### src/design/dtmc_pkg.sv
// constants, types and register map of the dual temperature monitor core
// assumes one 200 MHz clock and a plain register port with 8-bit addresses
package dtmc_pkg;

    // read addresses
    localparam logic [7:0] DTMC_RD_LOCAL = 8'h00;
    localparam logic [7:0] DTMC_RD_REMOTE = 8'h01;
    localparam logic [7:0] DTMC_RD_STATUS = 8'h02;
    localparam logic [7:0] DTMC_RD_CONFIG = 8'h03;
    localparam logic [7:0] DTMC_RD_RATE = 8'h04;
    localparam logic [7:0] DTMC_RD_LHI = 8'h05;
    localparam logic [7:0] DTMC_RD_LLO = 8'h06;
    localparam logic [7:0] DTMC_RD_RHI = 8'h07;
    localparam logic [7:0] DTMC_RD_RLO = 8'h08;
    localparam logic [7:0] DTMC_RD_MFR = 8'hFE;
    localparam logic [7:0] DTMC_RD_REV = 8'hFF;

    // write addresses
    localparam logic [7:0] DTMC_WR_CONFIG = 8'h09;
    localparam logic [7:0] DTMC_WR_RATE = 8'h0A;
    localparam logic [7:0] DTMC_WR_LHI = 8'h0B;
    localparam logic [7:0] DTMC_WR_LLO = 8'h0C;
    localparam logic [7:0] DTMC_WR_RHI = 8'h0D;
    localparam logic [7:0] DTMC_WR_RLO = 8'h0E;
    localparam logic [7:0] DTMC_WR_ONESHOT = 8'h0F;

    // values after reset
    localparam logic [7:0] DTMC_VAL_RST = 8'h80;
    localparam logic [7:0] DTMC_CFG_RST = 8'h00;
    localparam logic [7:0] DTMC_RATE_RST = 8'h02;
    localparam logic [7:0] DTMC_HI_RST = 8'h7F;
    localparam logic [7:0] DTMC_LO_RST = 8'hC9;

    // field positions
    localparam int unsigned DTMC_CFG_MASK_BIT = 7;
    localparam int unsigned DTMC_CFG_STANDBY_SELECT_PIN_BIT = 6;
    localparam logic [7:0] DTMC_CFG_USED = 8'hC0;
    localparam logic [7:0] DTMC_RATE_USED = 8'h07;

    // identity codes: values are arbitrary
    localparam logic [7:0] DTMC_MFR_ID = 8'h5A;
    localparam logic [3:0] DTMC_PART_ID = 4'hA;
    localparam logic [3:0] DTMC_DIE_REV = 4'h1;

    // averaging: 16 measurement cycles per stored result
    localparam logic [3:0] DTMC_AVG_LAST = 4'hF;
    localparam int unsigned DTMC_AVG_SHIFT = 4;
    localparam int unsigned DTMC_ACC_W = 12;
    localparam logic [1:0] DTMC_START_WAIT = 2'h3;

    // limit flags in status order, bit 6 down to bit 2
    typedef struct packed {
        logic localOverMaxFlag;
        logic localUnderMinFlag;
        logic remoteOverMaxFlag;
        logic remoteUnderMinFlag;
        logic openSensorFlag;
    } dtmc_flags_t;

    typedef enum logic [1:0] {
        DTMC_STOP,
        DTMC_LOCAL,
        DTMC_REMOTE
    } dtmc_state_t;

endpackage : dtmc_pkg

### src/design/dtmc_core.sv
// measurement sequencer and limit checker of a two-channel thermometer
// assumes a front end that offers one sample code per converter clock edge
// and a host that reaches the registers over a plain one-cycle port
//
// Contract
// - in normal operation conversions run back to back with no request
// - successive conversions alternate between local and remote sensor
// - each result is stored as an 8-bit twos complement value
// - each result is checked against its high and low limits into flags
// - any set limit flag pulls the interrupt output low
// - host writes limits and configuration and reads every register
// - both value registers hold minus 128 after reset
// - first comparison only after both a local and remote result stored
// - powered up in standby, the defaults are compared, setting low flags
// - or leave standby and read status; clears only when in limits
// - each stored result averages 16 measurement cycles
// - one degree per step, results never below zero, up to 127
// - the mask bit suppresses current and later alerts
// - upper nibble of the die revision register is a part code
// - standby pin high runs conversions, low selects standby
// - interrupt output is open drain and active low
// - status read clears flags only whose cause has gone
// - status bits 6 to 3 are local high, local low, remote high, low
`timescale 1ns/10ps
module dtmc_core
    import dtmc_pkg::*;
(
    // clock and reset
    input wire logic clk,
    input wire logic rst,
    // register port
    input wire logic [7:0] regAddr,
    input wire logic [7:0] regWrData,
    input wire logic regWr,
    input wire logic regRd,
    output logic [7:0] regRdData,
    // pins
    input wire logic standbySelectPin,
    input wire logic adcClkPin,
    input wire logic [7:0] sampleCode,
    input wire logic openSensorPin,
    output logic alertOut,
    output logic alertOe,
    // front end control
    output logic chanSel,
    output logic convActive
);

    function automatic logic sgt(input logic [7:0] a, input logic [7:0] b);
        return $signed(a) > $signed(b);
    endfunction : sgt

    function automatic logic slt(input logic [7:0] a, input logic [7:0] b);
        return $signed(a) < $signed(b);
    endfunction : slt

    // pin synchronisers: stage one feeds stage two only
    logic stby1_q, stby2_q, open1_q, open2_q, adc1_q, adc2_q, adc3_q;
    logic [7:0] samp1_q, samp2_q;

    always_ff @(posedge clk)
    begin
        if (rst)
        begin
            stby1_q <= 1'b0;
            stby2_q <= 1'b0;
            open1_q <= 1'b0;
            open2_q <= 1'b0;
            adc1_q <= 1'b0;
            adc2_q <= 1'b0;
            adc3_q <= 1'b0;
            samp1_q <= 8'h00;
            samp2_q <= 8'h00;
        end
        else
        begin
            stby1_q <= standbySelectPin;
            stby2_q <= stby1_q;
            open1_q <= openSensorPin;
            open2_q <= open1_q;
            adc1_q <= adcClkPin;
            adc2_q <= adc1_q;
            adc3_q <= adc2_q;
            samp1_q <= sampleCode;
            samp2_q <= samp1_q;
        end
    end

    logic adcTick;
    assign adcTick = adc2_q & ~adc3_q;

    // registers written by the host
    logic [7:0] cfg_q, rate_q, lHi_q, lLo_q, rHi_q, rLo_q;
    logic wrHit;
    assign wrHit = regWr;

    always_ff @(posedge clk)
    begin
        if (rst)
        begin
            cfg_q <= DTMC_CFG_RST;
            rate_q <= DTMC_RATE_RST;
            lHi_q <= DTMC_HI_RST;
            lLo_q <= DTMC_LO_RST;
            rHi_q <= DTMC_HI_RST;
            rLo_q <= DTMC_LO_RST;
        end
        else if (wrHit)
        begin
            case (regAddr)
                DTMC_WR_CONFIG: cfg_q <= regWrData & DTMC_CFG_USED;
                DTMC_WR_RATE: rate_q <= regWrData & DTMC_RATE_USED;
                DTMC_WR_LHI: lHi_q <= regWrData;
                DTMC_WR_LLO: lLo_q <= regWrData;
                DTMC_WR_RHI: rHi_q <= regWrData;
                DTMC_WR_RLO: rLo_q <= regWrData;
                default: ;
            endcase
        end
    end

    // run control: pin low or config standby bit stops the converter
    logic runMode, oneShot_q, running;
    assign runMode = stby2_q & ~cfg_q[DTMC_CFG_STANDBY_SELECT_PIN_BIT];
    assign running = runMode | oneShot_q;

    // sequencer
    dtmc_state_t state_q;
    logic [3:0] avgCnt_q;
    logic [DTMC_ACC_W-1:0] acc_q;
    logic [DTMC_ACC_W-1:0] accNext;
    logic [7:0] clampCode, avgCode;
    logic lastTick, storeLocal, storeRemote;

    // negative codes are floored at zero before averaging
    assign clampCode = samp2_q[7] ? 8'h00 : samp2_q;
    assign accNext = acc_q + {{(DTMC_ACC_W-8){1'b0}}, clampCode};
    assign avgCode = accNext[DTMC_AVG_SHIFT +: 8];
    assign lastTick = adcTick && (avgCnt_q == DTMC_AVG_LAST);
    assign storeLocal = lastTick && running && (state_q == DTMC_LOCAL);
    assign storeRemote = lastTick && running && (state_q == DTMC_REMOTE);

    always_ff @(posedge clk)
    begin
        if (rst)
        begin
            state_q <= DTMC_STOP;
            avgCnt_q <= 4'h0;
            acc_q <= '0;
            chanSel <= 1'b0;
        end
        else
        begin
            case (state_q)
                DTMC_STOP:
                begin
                    avgCnt_q <= 4'h0;
                    acc_q <= '0;
                    chanSel <= 1'b0;
                    if (running)
                    begin
                        state_q <= DTMC_LOCAL;
                    end
                end
                DTMC_LOCAL, DTMC_REMOTE:
                begin
                    // a partial average is dropped when standby hits
                    if (!running)
                    begin
                        state_q <= DTMC_STOP;
                    end
                    else if (adcTick)
                    begin
                        avgCnt_q <= avgCnt_q + 4'h1;
                        acc_q <= lastTick ? '0 : accNext;
                        if (lastTick && state_q == DTMC_LOCAL)
                        begin
                            state_q <= DTMC_REMOTE;
                            chanSel <= 1'b1;
                        end
                        else if (lastTick)
                        begin
                            // next pass starts at once when free running
                            state_q <= runMode ? DTMC_LOCAL : DTMC_STOP;
                            chanSel <= 1'b0;
                        end
                    end
                end
                default: state_q <= DTMC_STOP;
            endcase
        end
    end

    always_ff @(posedge clk)
    begin
        if (rst)
        begin
            convActive <= 1'b0;
        end
        else
        begin
            convActive <= running && (state_q != DTMC_STOP);
        end
    end

    // one-shot: a single local and remote pass while stopped
    always_ff @(posedge clk)
    begin
        if (rst)
        begin
            oneShot_q <= 1'b0;
        end
        else if (regWr && regAddr == DTMC_WR_ONESHOT && !runMode)
        begin
            oneShot_q <= 1'b1;
        end
        else if (storeRemote || runMode)
        begin
            oneShot_q <= 1'b0;
        end
    end

    // value registers
    logic [7:0] localVal_q, remoteVal_q;

    always_ff @(posedge clk)
    begin
        if (rst)
        begin
            localVal_q <= DTMC_VAL_RST;
            remoteVal_q <= DTMC_VAL_RST;
        end
        else
        begin
            if (storeLocal)
            begin
                localVal_q <= avgCode;
            end
            if (storeRemote)
            begin
                remoteVal_q <= avgCode;
            end
        end
    end

    // startup: wait for the pin synchronisers, then one check in standby
    logic [1:0] startCnt_q;
    logic bothSeen_q, startupEval;
    assign startupEval = (startCnt_q == DTMC_START_WAIT - 2'h1) && !runMode;

    always_ff @(posedge clk)
    begin
        if (rst)
        begin
            startCnt_q <= 2'h0;
            bothSeen_q <= 1'b0;
        end
        else
        begin
            if (startCnt_q != DTMC_START_WAIT)
            begin
                startCnt_q <= startCnt_q + 2'h1;
            end
            if (storeRemote)
            begin
                bothSeen_q <= 1'b1;
            end
        end
    end

    // comparisons
    logic evalLocal, evalRemote;
    logic [7:0] evLocalVal, evRemoteVal;
    dtmc_flags_t setF, condF, flags_q;

    assign evalLocal = startupEval
        | (storeLocal & bothSeen_q)
        | (storeRemote & ~bothSeen_q);
    assign evalRemote = startupEval | storeRemote;
    assign evLocalVal = storeLocal ? avgCode : localVal_q;
    assign evRemoteVal = storeRemote ? avgCode : remoteVal_q;

    always_comb
    begin
        setF = '0;
        if (evalLocal)
        begin
            setF.localOverMaxFlag = sgt(evLocalVal, lHi_q);
            setF.localUnderMinFlag = slt(evLocalVal, lLo_q);
        end
        if (evalRemote)
        begin
            setF.remoteOverMaxFlag = sgt(evRemoteVal, rHi_q);
            setF.remoteUnderMinFlag = slt(evRemoteVal, rLo_q);
            setF.openSensorFlag = storeRemote & open2_q;
        end
    end

    // live causes, judged against the limits as they stand now
    always_comb
    begin
        condF.localOverMaxFlag = sgt(localVal_q, lHi_q);
        condF.localUnderMinFlag = slt(localVal_q, lLo_q);
        condF.remoteOverMaxFlag = sgt(remoteVal_q, rHi_q);
        condF.remoteUnderMinFlag = slt(remoteVal_q, rLo_q);
        condF.openSensorFlag = open2_q;
    end

    logic statusRd;
    assign statusRd = regRd && (regAddr == DTMC_RD_STATUS);

    // a new trip in the read cycle survives the clear
    always_ff @(posedge clk)
    begin
        if (rst)
        begin
            flags_q <= '0;
        end
        else
        begin
            flags_q <= setF | (flags_q & ~({5{statusRd}} & ~condF));
        end
    end

    // alert pin: only ever pulled low, released otherwise
    always_ff @(posedge clk)
    begin
        if (rst)
        begin
            alertOut <= 1'b0;
            alertOe <= 1'b0;
        end
        else
        begin
            alertOut <= 1'b0;
            alertOe <= (|flags_q) & ~cfg_q[DTMC_CFG_MASK_BIT];
        end
    end

    // read port: data stands one cycle after the strobe, zero otherwise
    always_ff @(posedge clk)
    begin
        if (rst || !regRd)
        begin
            regRdData <= 8'h00;
        end
        else
        begin
            case (regAddr)
                DTMC_RD_LOCAL: regRdData <= localVal_q;
                DTMC_RD_REMOTE: regRdData <= remoteVal_q;
                DTMC_RD_STATUS: regRdData <= {convActive, flags_q, 2'b00};
                DTMC_RD_CONFIG: regRdData <= cfg_q;
                DTMC_RD_RATE: regRdData <= rate_q;
                DTMC_RD_LHI: regRdData <= lHi_q;
                DTMC_RD_LLO: regRdData <= lLo_q;
                DTMC_RD_RHI: regRdData <= rHi_q;
                DTMC_RD_RLO: regRdData <= rLo_q;
                DTMC_RD_MFR: regRdData <= DTMC_MFR_ID;
                DTMC_RD_REV: regRdData <= {DTMC_PART_ID, DTMC_DIE_REV};
                default: regRdData <= 8'h00;
            endcase
        end
    end
endmodule : dtmc_core

### config.mk
export PLATFORM = sky130hd
export DESIGN_NAME = dtmc_core
export DESIGN_NICKNAME = d
export VERILOG_FILES = /design/src/design/dtmc_pkg.sv /design/src/design/dtmc_core.sv
export SDC_FILE = /design/constraint.sdc
export NUM_CORES = 1
export LEC_CHECK = 0
export ABC_AREA = 1
export BUFFER_PORTS_ARGS = -buffer_cell sky130_fd_sc_hd__buf_2
export CAP_MARGIN = 20
export CORE_MARGIN = 2
export CORE_UTILIZATION = 55
export DETAILED_ROUTE_END_ITERATION = 10
export PLACE_DENSITY = 0.73
export SLEW_MARGIN = 30
export SYNTH_ARGS = -nofsm -noshare
export SYNTH_HDL_FRONTEND = slang
export SYNTH_SLANG_ARGS = --single-unit
### constraint.sdc
create_clock -name clk -period 4 [get_ports clk]
set_input_delay 0.2 -clock clk [delete_from_list [all_inputs] [get_ports clk]]
set_output_delay 0.2 -clock clk [all_outputs]
set_load 0.05 [all_outputs]
==> metrics.cfg <==
[timing]
fmax_ghz=0.307
finalCriticalPeriod_ps=3260
rsz0062_at_grt=no
hold_viol=0
clock_skew_ps=11.1
fin_crit_sh=0.814
finalSetupViolCount=0
relSlewSlack=0.508
worstMarginPinSlew_ps=732
drv_slew=0
setup_tns_ps=0

[critical_path]
crit_arrival_ps=3530
path_cells=nor2_1 > ha_1 > fa_1 > nand2_1 > nand2_1 > nand2_1 > nor2_1 > o21ai_1 > nand2_1 > nand2_1 > a21boi_2 > or2_1 > nand3_1 > nand2_1 > ha_1 > a21oi_1 > nor2_1 > a211oi_1 > nand3_1 > nand3_1 > a21oi_1
crit_path_end=flags_q[3]
reg2reg_depth=21
required_ps=4280
reg2reg_setup_slack_ps=740
critPathMaxFanout=7
reg2reg_to=flags_q[3]
crit_path_top_delay_cell=dfxtp_1
critPathLaunch=samp2_q[7]
worst_setup_path_start_kind=register
path_common_cell=nand2_1
path_class=register to register
max_stage_delay_ps=420
worst_setup_path_end_kind=register
rr_startpoint=samp2_q[7]

[worst_hold_path]
hold_class=primary input to register

[finish]
synthToLayoutAreaGrowth_pct=16.7
antennaDiodeCount=0
fin_cells=1091
drive_gt1_frac=0.107
final_cell_area_sq_mm=0.00757
regArea_sq_mm=0.00228
final_cell_mix=nand2_1, inv_1, dfxtp_1, nor2_1, a21oi_1
final_common_cell=nand2_1
fillers=982
nets=1041
multi_input_area_sq_mm=0.00357

[logic_synthesis]
synth_edf_count=0
synth-seq-cells=114
netlist_area_sq_mm=0.00648
yosys-top-cells-area=dfxtp_1, ha_1, nand2_1, inv_1, a21oi_1
yosysWarnings=0
yosysSeqAreaShare=0.352
yosysTopAreaCell=dfxtp_1
synth_cell_types=50
synthArstFlopShare=0
ys.flop_type=dfxtp_1
synth_top_area_frac=0.352
syn_avg_cell_area_sq_um=7.37
syn-num-nets=986
synth_cells=880

[pwr]
cellPowerDensity_mw_per_mm2=405
ir_drop_mv=0.443
leakage_uw=0.00386

[global_routing]
grt_usage=0.290
grt_max_degree=65
grt_pass1_wl_mm=28.7
grt_overflow=0
antenna_found_initial=0
grt_pass1_vias=5640

[cts]
cts_buffer_depth=2
root_buffer=clkbuf_16
cts_buffers=17
cts_tree=built
cts.clk_slew.worst_paths_ps=60
cts_resized=0
clock_latency_ps=430
post_cts_buffers=0
cts_max_level=4
cts_num_sinks=114

[die]
io_pins=43
row_count=39
initial_core_util=0.565
core_region_area_sq_mm=0.0115
die_w_um=113
die_area_sq_mm=0.0127
die_height_um=113

[placement]
gp_congestion=0.917
place_inst=1048
hpwl_mm=12.8
place_area_sq_mm=0.00680
portBuffers=41

[drt]
drc=0
routedWlPerCell_um=16.1
vias=6025
finalWirelength_mm=17.5
ant_nets=0
avgViaCountPerCell=5.52
first_pass_iters=6
drt-initial-drc-count=570

[run_status]
outcome=finished, final reports clean

[run]
maxCapViolations=0

-- per-stage QoR --
stage	util	hold slack [ps]	power (uW)	worst slack [ps]
global route	0.660	44.3	3160	317
floorplan	-	307	1340	1090
global placement	0.593	389	1400	833
finish	0.660	26.8	3070	745
CTS	0.660	16.0	3080	744
detailed placement	0.593	393	1400	762
-- worst max-delay path: cells and delay by family (launching register included) --
kind / cells / cell delay, ps
AOI/OAI and AO/OA: 5 / 620
adders and majority gates: 3 / 810
DFF: 1 / 420
and+or+nand+nor: 13 / 1250
-- power breakdown --
part / internal [uW] / total, uW / switching, uW
clock network: 1120 / 1680 / 566
logic: 69.1 / 210 / 141
registers: 1160 / 1180 / 14.3
total: 2350 / 3070 / 722
-- state kept, by name, summed over array words and instances, names as in the netlist, 8 cells and up --
register / count
regRdData: 8
rLo_q: 8
samp1_q: 8
samp2_q: 8
remoteVal_q: 8
acc_q: 12
rHi_q: 8
lLo_q: 8
localVal_q: 8
lHi_q: 8
-- kinds of logic after synthesis --
group,count (synthesis),synth area share
fa+ha+maj,75,0.146
xor+xnor,5,0.00675
other cells,1,0.000578
buf+inv,164,0.0969
compound gates,188,0.172
simple gates,333,0.226
flops,114,0.352
-- final cells by class --
cell class	instances	area share
clock buffer	22	0.0640
clock inverter	10	0.0225
inverter	146	0.0724
multi-input combinational	602	0.472
sequential	114	0.302
tap	143	0.0236
timing repair buffer	54	0.0437
-- what timing repair did --
action,4_1_cts,5_1_grt
hold endpoints to repair,11,0
hold buffers,11,0
endpoints found under the setup margin,0,0
-- routing by layer --
layer	track usage	wire [um]
met5	0	0
met2	0.498	8550
met4	0.0894	335
met3	0.0648	1090
met1	0.364	7540
-- Yosys cell counts, drive strengths merged, types with 2 or more instances --
cell	count
a211oi	8
clkbuf	10
o21bai	3
buf	8
ha	74
nand4	6
a21o	2
a21oi	77
nand3	38
nand2	174
nor2	86
nor3	14
o22ai	11
and2	9
o2111ai	2
xor2	5
o221ai	3
o21ai	46
a31oi	5
a221oi	5
nor4	2
dfxtp	114
o211ai	18
inv	146
or2	4
-- worst min path at each step --
| stage | startpoint | slack, ps | end | cells past startpoint |
|---|---|---|---|---|
| 2_1_floorplan | adcClkPin | 310 | adc1_q | 2 |
| 3_3_place_gp | samp1_q[0] | 390 | samp2_q[0] | 2 |
| 3_5_place_dp | samp1_q[0] | 390 | samp2_q[0] | 2 |
| 4_1_cts | regWrData[0] | 20 | lLo_q[0] | 3 |
| 5_1_grt | regWrData[0] | 40 | lLo_q[0] | 3 |
| 6_report | regWrData[0] | 30 | lLo_q[0] | 3 |
Note: power is estimated with default switching activity, not from simulation.
